<file path="config.mk">
export PLATFORM = sky130hd
export DESIGN_NAME = serial_baud_rate_generator
export DESIGN_NICKNAME = d
export VERILOG_FILES = /design/src/rtl/baud_gen_pkg.sv /design/src/rtl/ext_clk_sync.sv /design/src/rtl/pin_sync2.sv /design/src/rtl/serial_baud_rate_generator.sv
export SDC_FILE = /design/constraint.sdc
export NUM_CORES = 1
export LEC_CHECK = 0
export BUFFER_PORTS_ARGS = -buffer_cell sky130_fd_sc_hd__clkbuf_2
export CORE_MARGIN = 2
export CORE_UTILIZATION = 56
export DETAILED_ROUTE_END_ITERATION = 10
export GPL_TIMING_DRIVEN = 0
export PLACE_DENSITY_LB_ADDON = 0.08
export RECOVER_POWER = 50
export SLEW_MARGIN = 20
export SYNTH_ARGS = -nofsm -noshare
export SYNTH_HDL_FRONTEND = slang
export SYNTH_SLANG_ARGS = --single-unit
</file>
<file path="constraint.sdc">
create_clock -name sys_clk -period 4 [get_ports sys_clk]
set_clock_uncertainty 0.05 [all_clocks]
set_input_delay 0.6 -clock sys_clk [delete_from_list [all_inputs] [get_ports sys_clk]]
set_output_delay 0.6 -clock sys_clk [all_outputs]
set_load 0.05 [all_outputs]
</file>
<file path="src/rtl/baud_gen_pkg.sv">
package baud_gen_pkg;
  localparam int unsigned SYS_CLK_HZ = 50_000_000;
  localparam int unsigned DIV_WIDTH  = 16;
  localparam int unsigned FRAC_WIDTH = 3;
  localparam int unsigned MODE_WIDTH = 4;
  // Fixed prescale for the divided peripheral clock source.
  localparam int unsigned PRESCALE_DIV = 8;
  localparam logic [2:0] PRESCALE_LAST = 3'h7;
  localparam logic [MODE_WIDTH-1:0] MODE_NORMAL     = 4'h0;
  localparam logic [MODE_WIDTH-1:0] MODE_SPI_MASTER = 4'he;
  localparam logic [MODE_WIDTH-1:0] MODE_SPI_SLAVE  = 4'hf;
  localparam logic [DIV_WIDTH-1:0]  DIV_RESET       = 16'h0000;
  localparam logic [3:0] OVER16_LAST = 4'hf;
  localparam logic [3:0] OVER8_LAST  = 4'h7;

  typedef enum logic [1:0] {
    SRC_PCLK     = 2'b00,
    SRC_PCLK_DIV = 2'b01,
    SRC_RSVD     = 2'b10,
    SRC_EXT      = 2'b11
  } clk_src_t;
endpackage : baud_gen_pkg

</file>
<file path="src/rtl/ext_clk_sync.sv">
`timescale 1ns/10ps
// Two-stage synchroniser and rising edge detector for the external serial clock.
module ext_clk_sync (
  // Clock and reset
  input  wire logic sys_clk,
  input  wire logic reset,
  // Pin and result
  input  wire logic pin_in,
  output logic      level_out,
  output logic      rise_pulse
);
  logic meta_q, sync_q, prev_q;
  logic meta_d, sync_d, prev_d;

  always_comb begin
    meta_d = pin_in;
    sync_d = meta_q;
    prev_d = sync_q;
  end

  always_ff @(posedge sys_clk or posedge reset) begin
    if (reset) begin
      meta_q <= 1'b0;
      sync_q <= 1'b0;
      prev_q <= 1'b0;
    end else begin
      meta_q <= meta_d;
      sync_q <= sync_d;
      prev_q <= prev_d;
    end
  end

  assign level_out  = sync_q;
  assign rise_pulse = sync_q & ~prev_q;
endmodule : ext_clk_sync

</file>
<file path="src/rtl/pin_sync2.sv">
`timescale 1ns/10ps
// Plain two-flop synchroniser for a level pin.
module pin_sync2 (
  // Clock and reset
  input  wire logic sys_clk,
  input  wire logic reset,
  // Pin and result
  input  wire logic pin_in,
  output logic      level_out
);
  logic meta_q, sync_q;
  logic meta_d, sync_d;

  always_comb begin
    meta_d = pin_in;
    sync_d = meta_q;
  end

  // Both pins idle high, so the flops reset to that level and no false edge follows reset.
  always_ff @(posedge sys_clk or posedge reset) begin
    if (reset) begin
      meta_q <= 1'b1;
      sync_q <= 1'b1;
    end else begin
      meta_q <= meta_d;
      sync_q <= sync_d;
    end
  end

  assign level_out = sync_q;
endmodule : pin_sync2

</file>
<file path="src/rtl/serial_baud_rate_generator.sv">
`timescale 1ns/10ps
// Operation
// - Source: peripheral, peripheral over eight, pin.
// - Source divided by 16-bit divisor.
// - Divisor zero produces no clock.
// - Divisor one passes source undivided.
// - Divided clock samples; bit clock further divided.
// - Ratio bit: eight else sixteen samples.
// - Bit rate is source over 8(2-over)divisor.
// - Nonzero fraction enables fractional division.
// - Fraction adds eighths to the divisor.
// - Fraction only in normal mode.
// - Clear-to-send low; slave select in slave.
// - Request-to-send low; slave select in master.
// - Data pins swap roles by SPI role.
// - Stopped clock resumes with state kept.
module serial_baud_rate_generator
  import baud_gen_pkg::*;
(
  // Clock and reset
  input  wire logic                                 sys_clk,
  input  wire logic                                 reset,
  // Configuration
  input  wire baud_gen_pkg::clk_src_t               clock_source_select,
  input  wire logic [baud_gen_pkg::DIV_WIDTH-1:0]   divisor_value,
  input  wire logic [baud_gen_pkg::FRAC_WIDTH-1:0]  fraction_value,
  input  wire logic [baud_gen_pkg::MODE_WIDTH-1:0]  port_mode,
  input  wire logic                                 over8_sel,
  // Serial clock pin
  input  wire logic                                 sck_in,
  // Handshake and data pins
  input  wire logic                                 cts_n_in,
  input  wire logic                                 rxd_in,
  output logic                                      rts_n_out,
  output logic                                      txd_out,
  // Core side
  input  wire logic                                 rts_req,
  input  wire logic                                 slave_select_req,
  input  wire logic                                 tx_bit,
  output logic                                      sample_tick,
  output logic                                      bit_tick,
  output logic                                      rx_bit,
  output logic                                      cts_active,
  output logic                                      slave_selected,
  output logic                                      mosi_sample,
  output logic                                      miso_sample
);
  import baud_gen_pkg::*;

  // Gating the module clock simply freezes every flop, so a restart resumes
  // exactly where counting stopped; no state is cleared on a clock stop.

  logic sck_level, sck_rise;
  logic cts_n_sync, rxd_sync;

  ext_clk_sync u_sck_sync (
    .sys_clk    (sys_clk),
    .reset      (reset),
    .pin_in     (sck_in),
    .level_out  (sck_level),
    .rise_pulse (sck_rise)
  );

  pin_sync2 u_cts_sync (
    .sys_clk   (sys_clk),
    .reset     (reset),
    .pin_in    (cts_n_in),
    .level_out (cts_n_sync)
  );

  pin_sync2 u_rxd_sync (
    .sys_clk   (sys_clk),
    .reset     (reset),
    .pin_in    (rxd_in),
    .level_out (rxd_sync)
  );

  // Source selection.
  logic [2:0] pre_q, pre_d;
  logic       src_tick;

  always_comb begin
    pre_d = pre_q + 3'h1;
  end

  always_ff @(posedge sys_clk or posedge reset) begin
    if (reset) begin
      pre_q <= 3'h0;
    end else begin
      pre_q <= pre_d;
    end
  end

  always_comb begin
    unique case (clock_source_select)
      SRC_PCLK:     src_tick = 1'b1;
      SRC_PCLK_DIV: src_tick = (pre_q == PRESCALE_LAST);
      SRC_RSVD:     src_tick = 1'b1;
      SRC_EXT:      src_tick = sck_rise;
    endcase
  end

  // Main divider with optional eighth steps.
  logic                 spi_mode;
  logic                 frac_on;
  logic [DIV_WIDTH-1:0] cnt_q, cnt_d;
  logic [2:0]           phase_q, phase_d;
  logic                 stretch_q, stretch_d;
  logic                 div_tick;
  logic [3:0]           frac_sum;

  assign spi_mode = (port_mode == MODE_SPI_MASTER) || (port_mode == MODE_SPI_SLAVE);
  assign frac_on  = (fraction_value != 3'h0) && (port_mode == MODE_NORMAL);
  assign frac_sum = {1'b0, phase_q} + {1'b0, fraction_value};

  always_comb begin
    cnt_d     = cnt_q;
    phase_d   = phase_q;
    stretch_d = stretch_q;
    div_tick  = 1'b0;
    if (divisor_value == 16'h0000) begin
      cnt_d     = 16'h0000;
      stretch_d = 1'b0;
    end else if (src_tick) begin
      if (stretch_q) begin
        // One extra source period every time the eighths accumulate.
        stretch_d = 1'b0;
        cnt_d     = 16'h0000;
        div_tick  = 1'b1;
      end else if (cnt_q + 16'h0001 >= divisor_value) begin
        cnt_d = 16'h0000;
        if (frac_on) begin
          phase_d = frac_sum[2:0];
          if (frac_sum[3]) begin
            stretch_d = 1'b1;
          end else begin
            div_tick = 1'b1;
          end
        end else begin
          div_tick = 1'b1;
        end
      end else begin
        cnt_d = cnt_q + 16'h0001;
      end
    end
  end

  always_ff @(posedge sys_clk or posedge reset) begin
    if (reset) begin
      cnt_q     <= DIV_RESET;
      phase_q   <= 3'h0;
      stretch_q <= 1'b0;
    end else begin
      cnt_q     <= cnt_d;
      phase_q   <= phase_d;
      stretch_q <= stretch_d;
    end
  end

  // Oversampling divider to the bit clock.
  logic [3:0] os_q, os_d;
  logic [3:0] os_last;
  logic       bit_d;

  assign os_last = over8_sel ? OVER8_LAST : OVER16_LAST;

  always_comb begin
    os_d  = os_q;
    bit_d = 1'b0;
    if (div_tick) begin
      if (os_q >= os_last) begin
        os_d  = 4'h0;
        bit_d = 1'b1;
      end else begin
        os_d = os_q + 4'h1;
      end
    end
  end

  logic samp_q, bit_q;

  always_ff @(posedge sys_clk or posedge reset) begin
    if (reset) begin
      os_q   <= 4'h0;
      samp_q <= 1'b0;
      bit_q  <= 1'b0;
    end else begin
      os_q   <= os_d;
      samp_q <= div_tick;
      bit_q  <= bit_d;
    end
  end

  assign sample_tick = samp_q;
  assign bit_tick    = bit_q;

  // Pin roles.
  logic slave_mode, master_mode;
  logic rts_n_q, rts_n_d, txd_q, txd_d;

  assign master_mode = (port_mode == MODE_SPI_MASTER);
  assign slave_mode  = (port_mode == MODE_SPI_SLAVE);

  always_comb begin
    rts_n_d = master_mode ? ~slave_select_req : ~rts_req;
    txd_d   = tx_bit;
  end

  always_ff @(posedge sys_clk or posedge reset) begin
    if (reset) begin
      rts_n_q <= 1'b1;
      txd_q   <= 1'b1;
    end else begin
      rts_n_q <= rts_n_d;
      txd_q   <= txd_d;
    end
  end

  assign rts_n_out      = rts_n_q;
  assign txd_out        = txd_q;
  assign cts_active     = ~slave_mode & ~cts_n_sync;
  assign slave_selected = slave_mode & ~cts_n_sync;
  assign rx_bit         = rxd_sync;
  assign miso_sample    = master_mode ? rxd_sync : 1'b0;
  assign mosi_sample    = slave_mode ? rxd_sync : 1'b0;
endmodule : serial_baud_rate_generator

</file>
Yosys cells after proc, flatten, opt, wreduce, memory -nomap -nowiden --
Index checks and enable logic that the tools add are counted.
Word-level totals: output and inout bits 9, register bits 38, bits of input ports 34, logic and storage cells 70
Cells by class: magnitude comparators 2, bitwise gates (word level) 10, reductions and logical operators 8, multiplexer cells 24, eq/ne operators 6, $add $sub $neg 4
Operators with widths (count):
- two-way mux 16 bit | 4
- two-way mux 1 bit | 17
- adder 16 x 1 -> 16 bit (second input constant) | 1
- >= comparator 16 bit | 1
- logical NOT 16 bit | 1
- == test 4 bit (second input constant) | 2
- two-way mux 4 bit | 2
- inverter 1 bit | 7
- AND reduction 5 bit | 1
- adder 3 x 3 -> 4 bit | 1
- adder 4 x 1 -> 4 bit (second input constant) | 1
- == test 2 bit (second input constant) | 2
- >= comparator 4 bit | 1
- logical NOT 4 bit | 1
- adder 3 x 1 -> 3 bit (second input constant) | 1
- AND 1 bit | 3
- == test 3 bit (second input constant) | 1
- one-hot mux 1 bit (3 select lines) | 1
- nonzero test 3 bit | 1
- == test 2 x 1 -> 1 bit (second input constant) | 1
- logical NOT 2 bit | 1
- nonzero test 2 bit | 1
- OR reduction 2 bit | 1
- logical AND 1 bit | 1

Depth between registers and ports, before layout --
depth after elaboration 8, gate-level depth with buffers 15, depth with buffers taken out 12

Modules after synthesis --
A second synthesis with hierarchy kept.
Second synthesis, totals: cells, all modules 254, area total of the unflattened synthesis 2476.1 µm²
Modules (own cells, without submodules):
- serial_baud_rate_generator | instances 1, area an instance 2270.9 µm², seq. area each 778.2 µm², cells each 243
- pin_sync2 | instances 2, area an instance 56.3 µm², seq. area each 52.6 µm², cells each 3
- ext_clk_sync | instances 1, area an instance 92.6 µm², seq. area each 75.1 µm², cells each 5

Worst setup path after synthesis --
Ideal clock, no wire load.
path kind flip-flop to flip-flop, start point register cnt_q[2], end point register phase_q[0], path buffers 3, data required time 3825 ps, arrival time 3107 ps, clock period less this slack 3282 ps, path slack 718 ps, library setup time 125 ps, cell stages (with the launch flop) 16, cells stage by stage dfrtp_1 clkbuf_1 and4_1 and4_1 and2_1 and3_1 xor2_1 ha_1 nand4_1 a211oi_1 a32o_1 or2_1 buf_6 and4b_1 buf_6 mux2_4
On the way: word-level cells in the longest chain between the ends 3
Ends and longest elaborated chain:
- from (decl) | line serial_baud_rate_generator.sv:106 | logic [DIV_WIDTH-1:0] cnt_q, cnt_d;
- from (signal assigned) | line serial_baud_rate_generator.sv:154 | cnt_q <= cnt_d;
- adder 16 x 1 -> 16 bit | line serial_baud_rate_generator.sv:130 | end else if (cnt_q + 16'h0001 >= divisor_value) begin
- >= comparator 16 bit | line serial_baud_rate_generator.sv:130
- AND reduction 5 bit (no line)
- to (signal assigned) | line serial_baud_rate_generator.sv:155 | phase_q <= phase_d;
- to (decl) | line serial_baud_rate_generator.sv:107 | logic [2:0] phase_q, phase_d;
No other way between the ends. A chain may end at the register's enable or synchronous reset.

Worst setup path after layout --
start point register cnt_q[2], end point register phase_q[2]
Same word-level chain as after synthesis.

==> results.md <==
* Area contributors post-synth: dfrtp_1, ha_1, dfstp_2
* CP required at 4.12 ns
* Met2 WL at ~2.0 mm
* Final period util at 91.85%
* Top cell type by total area after synthesis: dfrtp_1
* Peak supply drop at 274.4 uV
* # hold bufs at CTS at 0
* Clk_lat worst skew at ~0.29 ns
* Worst hold start: u_sck_sync.meta_q
* Filler cells at approximately 330
* Die outline area at ~4800 um2
* Root Driver: clkbuf_8
* Max Freq at about 0.27 GHz
* CP Launch Type: flop
* R2r startpoint: cnt_q[2]
* Number of synthesized flops with an enable pin at 0
* Diodes inserted at 0
* Pwr Density at 352.7 nW/um2
* Final ANT Viol Nets at 0
* DIE HEIGHT at around 70 um
* Util after Layout at between 60% and 70%
* Core Region at between 4000 and 5000 um2
* Syn Inst Count at between 200 and 250
* Post-synth cell types at just under 50
* Clock buffer depth at 2
* Ys async rst share at 100.0%
* PnR Total Power at 0.9660 mW
* Seq. cell area at 958.4 um2
* Hold Path Depth at 0
* Uppermost routed layer: met4
* CP max stage cell: dfrtp_1
* Yosys Warn Count at 0
* Syn_nets at 292
* Setup TNS Final at 0 ns
* Largest net degree at the start of global routing at 39
* Max-Cap Viols at 0
* Area of the multi-input gates at approximately 1300 um2
* Worst-margin pin slew at approximately 1.4 ns
* Crit path from: cnt_q[2]
* CTS tree: yes
* Rows at 23
* Top-count cell post-synth: dfrtp_1
* DR pass1 iterations at 4
* Clk slew on worst S/H paths at 0.07 ns
* Area Growth Syn to Fin at 16.00%
* Initial Util at between 50 and 60%
* Cts bufs inserted at 5
* GRT Total Usage at 21.65%
* Die extent in x at roughly 69 um
* P_leak at between 1 and 1.5 nW
* Metal-1 WL at ~2.1 mm
* I/O Pins at 43
* Vias at approximately 1800
* R2R cell count at 15
* Cell family with most CP delay: simple AND/OR/NAND/NOR gates
* Number of H-tree levels at 2
* DP Worst Slack at approximately 0.33 ns
* Sequential fraction of the synthesis area at 40.59%
* Worst setup margin at roughly 0.33 ns
* Hold Path Class: reg -> reg
* Routability cong. at about 0.78
* Fin area at about 2700 um2
* Worst path max stage delay at between 0.3 and 0.4 ns
* Final #Nets at approximately 340
* Vias in the first global route at 1715
* Post-synth top area share at between 30% and 40%
* Iteration-0 DRC Markers at 76
* Unrepaired setup endpoints after global routing: no
* Status: completed
* Crit path depth at 15
* Final Hold Viols at 0
* Post-cts sizing count at 0
* DRC at 0
* WS Path Type: reg -> reg
* Worst-path cell chain: clkbuf_1 > and4_1 > and4_1 > and2_1 > and3_1 > xor2_1 > ha_1 > nand4_1 > a211oi_1 > a32o_1 > or2_1 > buf_6 > and4b_1 > buf_6 > mux2_4
* Synthesized flop and latch total at 38
* DP Area at about 2600 um2
* Syn Std Cell Area at roughly 2400 um2
* Via density at approximately 5.5
* Crit Path Max Fanout at 7
* Routed WL at 4.459 mm
* Crit path DAT at between 3 and 4 ns
* Initial antenna violation count at 0
* Post-CTS Setup Bufs at 0
* Grt ovf at 0
* # setup viols final at 0
* Share of post-route cells with drive strength above 1 at around 23%
* Met3 wire len at 233 um
* Post-synth top flop: dfrtp_1
* Crit path time final at 3.674 ns
* Slew Limit Fails at 0
* Clk sinks at 38
* Number of buffers and inverters on the critical path at 3
* Hpwl dp at ~3.6 mm
* Per-cell routed wire length at between 10 and 15 um
* First-pass GRT wire length at 7.521 mm
* Slew HR at 6.520%
* Number of port buffers at 42
* Critical Path End Type: flop
* Syn_area_per_cell at between 10 and 15 um2
* Most common library cells after synthesis: dfrtp_1, inv_1, ha_1
## per-layer routing
layer  vias to the layer above  GRT usage (%)
li1                        937              -
met1                       844          29.12
met2                        40          33.41
met3                         7          6.169
met4                         0          7.598
met5                         -              0
## where the power goes
group          total, mW  internal [mW]  switching [mW]
sequential         0.440          0.415          0.0250
combinational      0.215         0.0963           0.119
clock              0.311          0.186           0.124
total              0.966          0.698           0.268
## through the flow
| step | instances | hold WS, ns |
|---|---|---|
| global placement | 325 | 0.2867 |
| CTS | 333 | 0.3004 |
| finish | 333 | 0.2956 |
| floorplan | 233 | 0.2812 |
| detailed placement | 325 | 0.2905 |
| global route | 333 | 0.3063 |
## cell usage in the layout, fill, tap and decap left out, drive strengths merged, types with 3 or more instances in the layout
cell type  instances
a21o               6
a21oi              7
a22o              10
a31oi              3
and2               5
and3               5
and4               3
clkbuf            52
dfrtp             32
dfstp              6
ha                24
inv               26
mux2               3
mux2i              3
nand2             14
nand2b             3
nand3             10
nand4              4
nor2               7
nor3b              5
nor4               5
o21ai              9
xnor2              9
xor2               6
## cell families (layout without fill, tap and decap cells)
group                    count (synthesis)  after routing  share of synthesized area (%)
AND/OR/NAND/NOR                         71             71                          17.33
AO/OA/AOI/OAI                           47             47                          14.36
flip-flops                              38             38                          40.59
buffers and inverters                   31             81                          5.564
adder cells (fa/ha/maj)                 25             25                          13.57
XOR/XNOR                                15             15                          5.565
multiplexers                             6              6                          3.021
## path summary, 6_finish.rpt
kind	endpoint	slack (ns)
worst min register to register	u_sck_sync.level_out	0.30
worst min-delay path	u_sck_sync.level_out	0.30
min in group asynchronous	pre_q[0]	0.64
worst max-delay path	phase_q[2]	0.33
max in group asynchronous	cnt_q[1]	2.42
worst max register to register	phase_q[2]	0.33
## worst register-to-register path, cell delays in order (launching register included)
cell	delay, ns
dfrtp_1	0.32
clkbuf_1	0.27
and4_1	0.27
and4_1	0.28
and2_1	0.23
and3_1	0.23
xor2_1	0.19
ha_1	0.29
nand4_1	0.17
a211oi_1	0.06
a32o_1	0.27
or2_1	0.22
buf_6	0.13
and4b_1	0.17
buf_6	0.13
mux2_4	0.29
## area by class of cell
cell class	instances	area share [%]
Clock inverter	1	1.096
Inverter	26	3.563
Multi-Input combinational cell	164	46.41
Clock buffer	7	2.787
Tap cell	50	2.284
Buffer	5	1.233
Sequential cell	38	34.99
Timing Repair Buffer	42	7.629
## sequential cells by signal, summed over array words and instances (netlist names)
register and cells:
cnt_q 16, os_q 4, phase_q 3, pre_q 3, bit_tick 1, rts_n_out 1
sample_tick 1, stretch_q 1, txd_out 1, u_cts_sync.level_out 1, u_cts_sync.meta_q 1, u_rxd_sync.level_out 1
u_rxd_sync.meta_q 1, u_sck_sync.level_out 1, u_sck_sync.meta_q 1, u_sck_sync.prev_q 1
(Power assumes the default switching activity.)
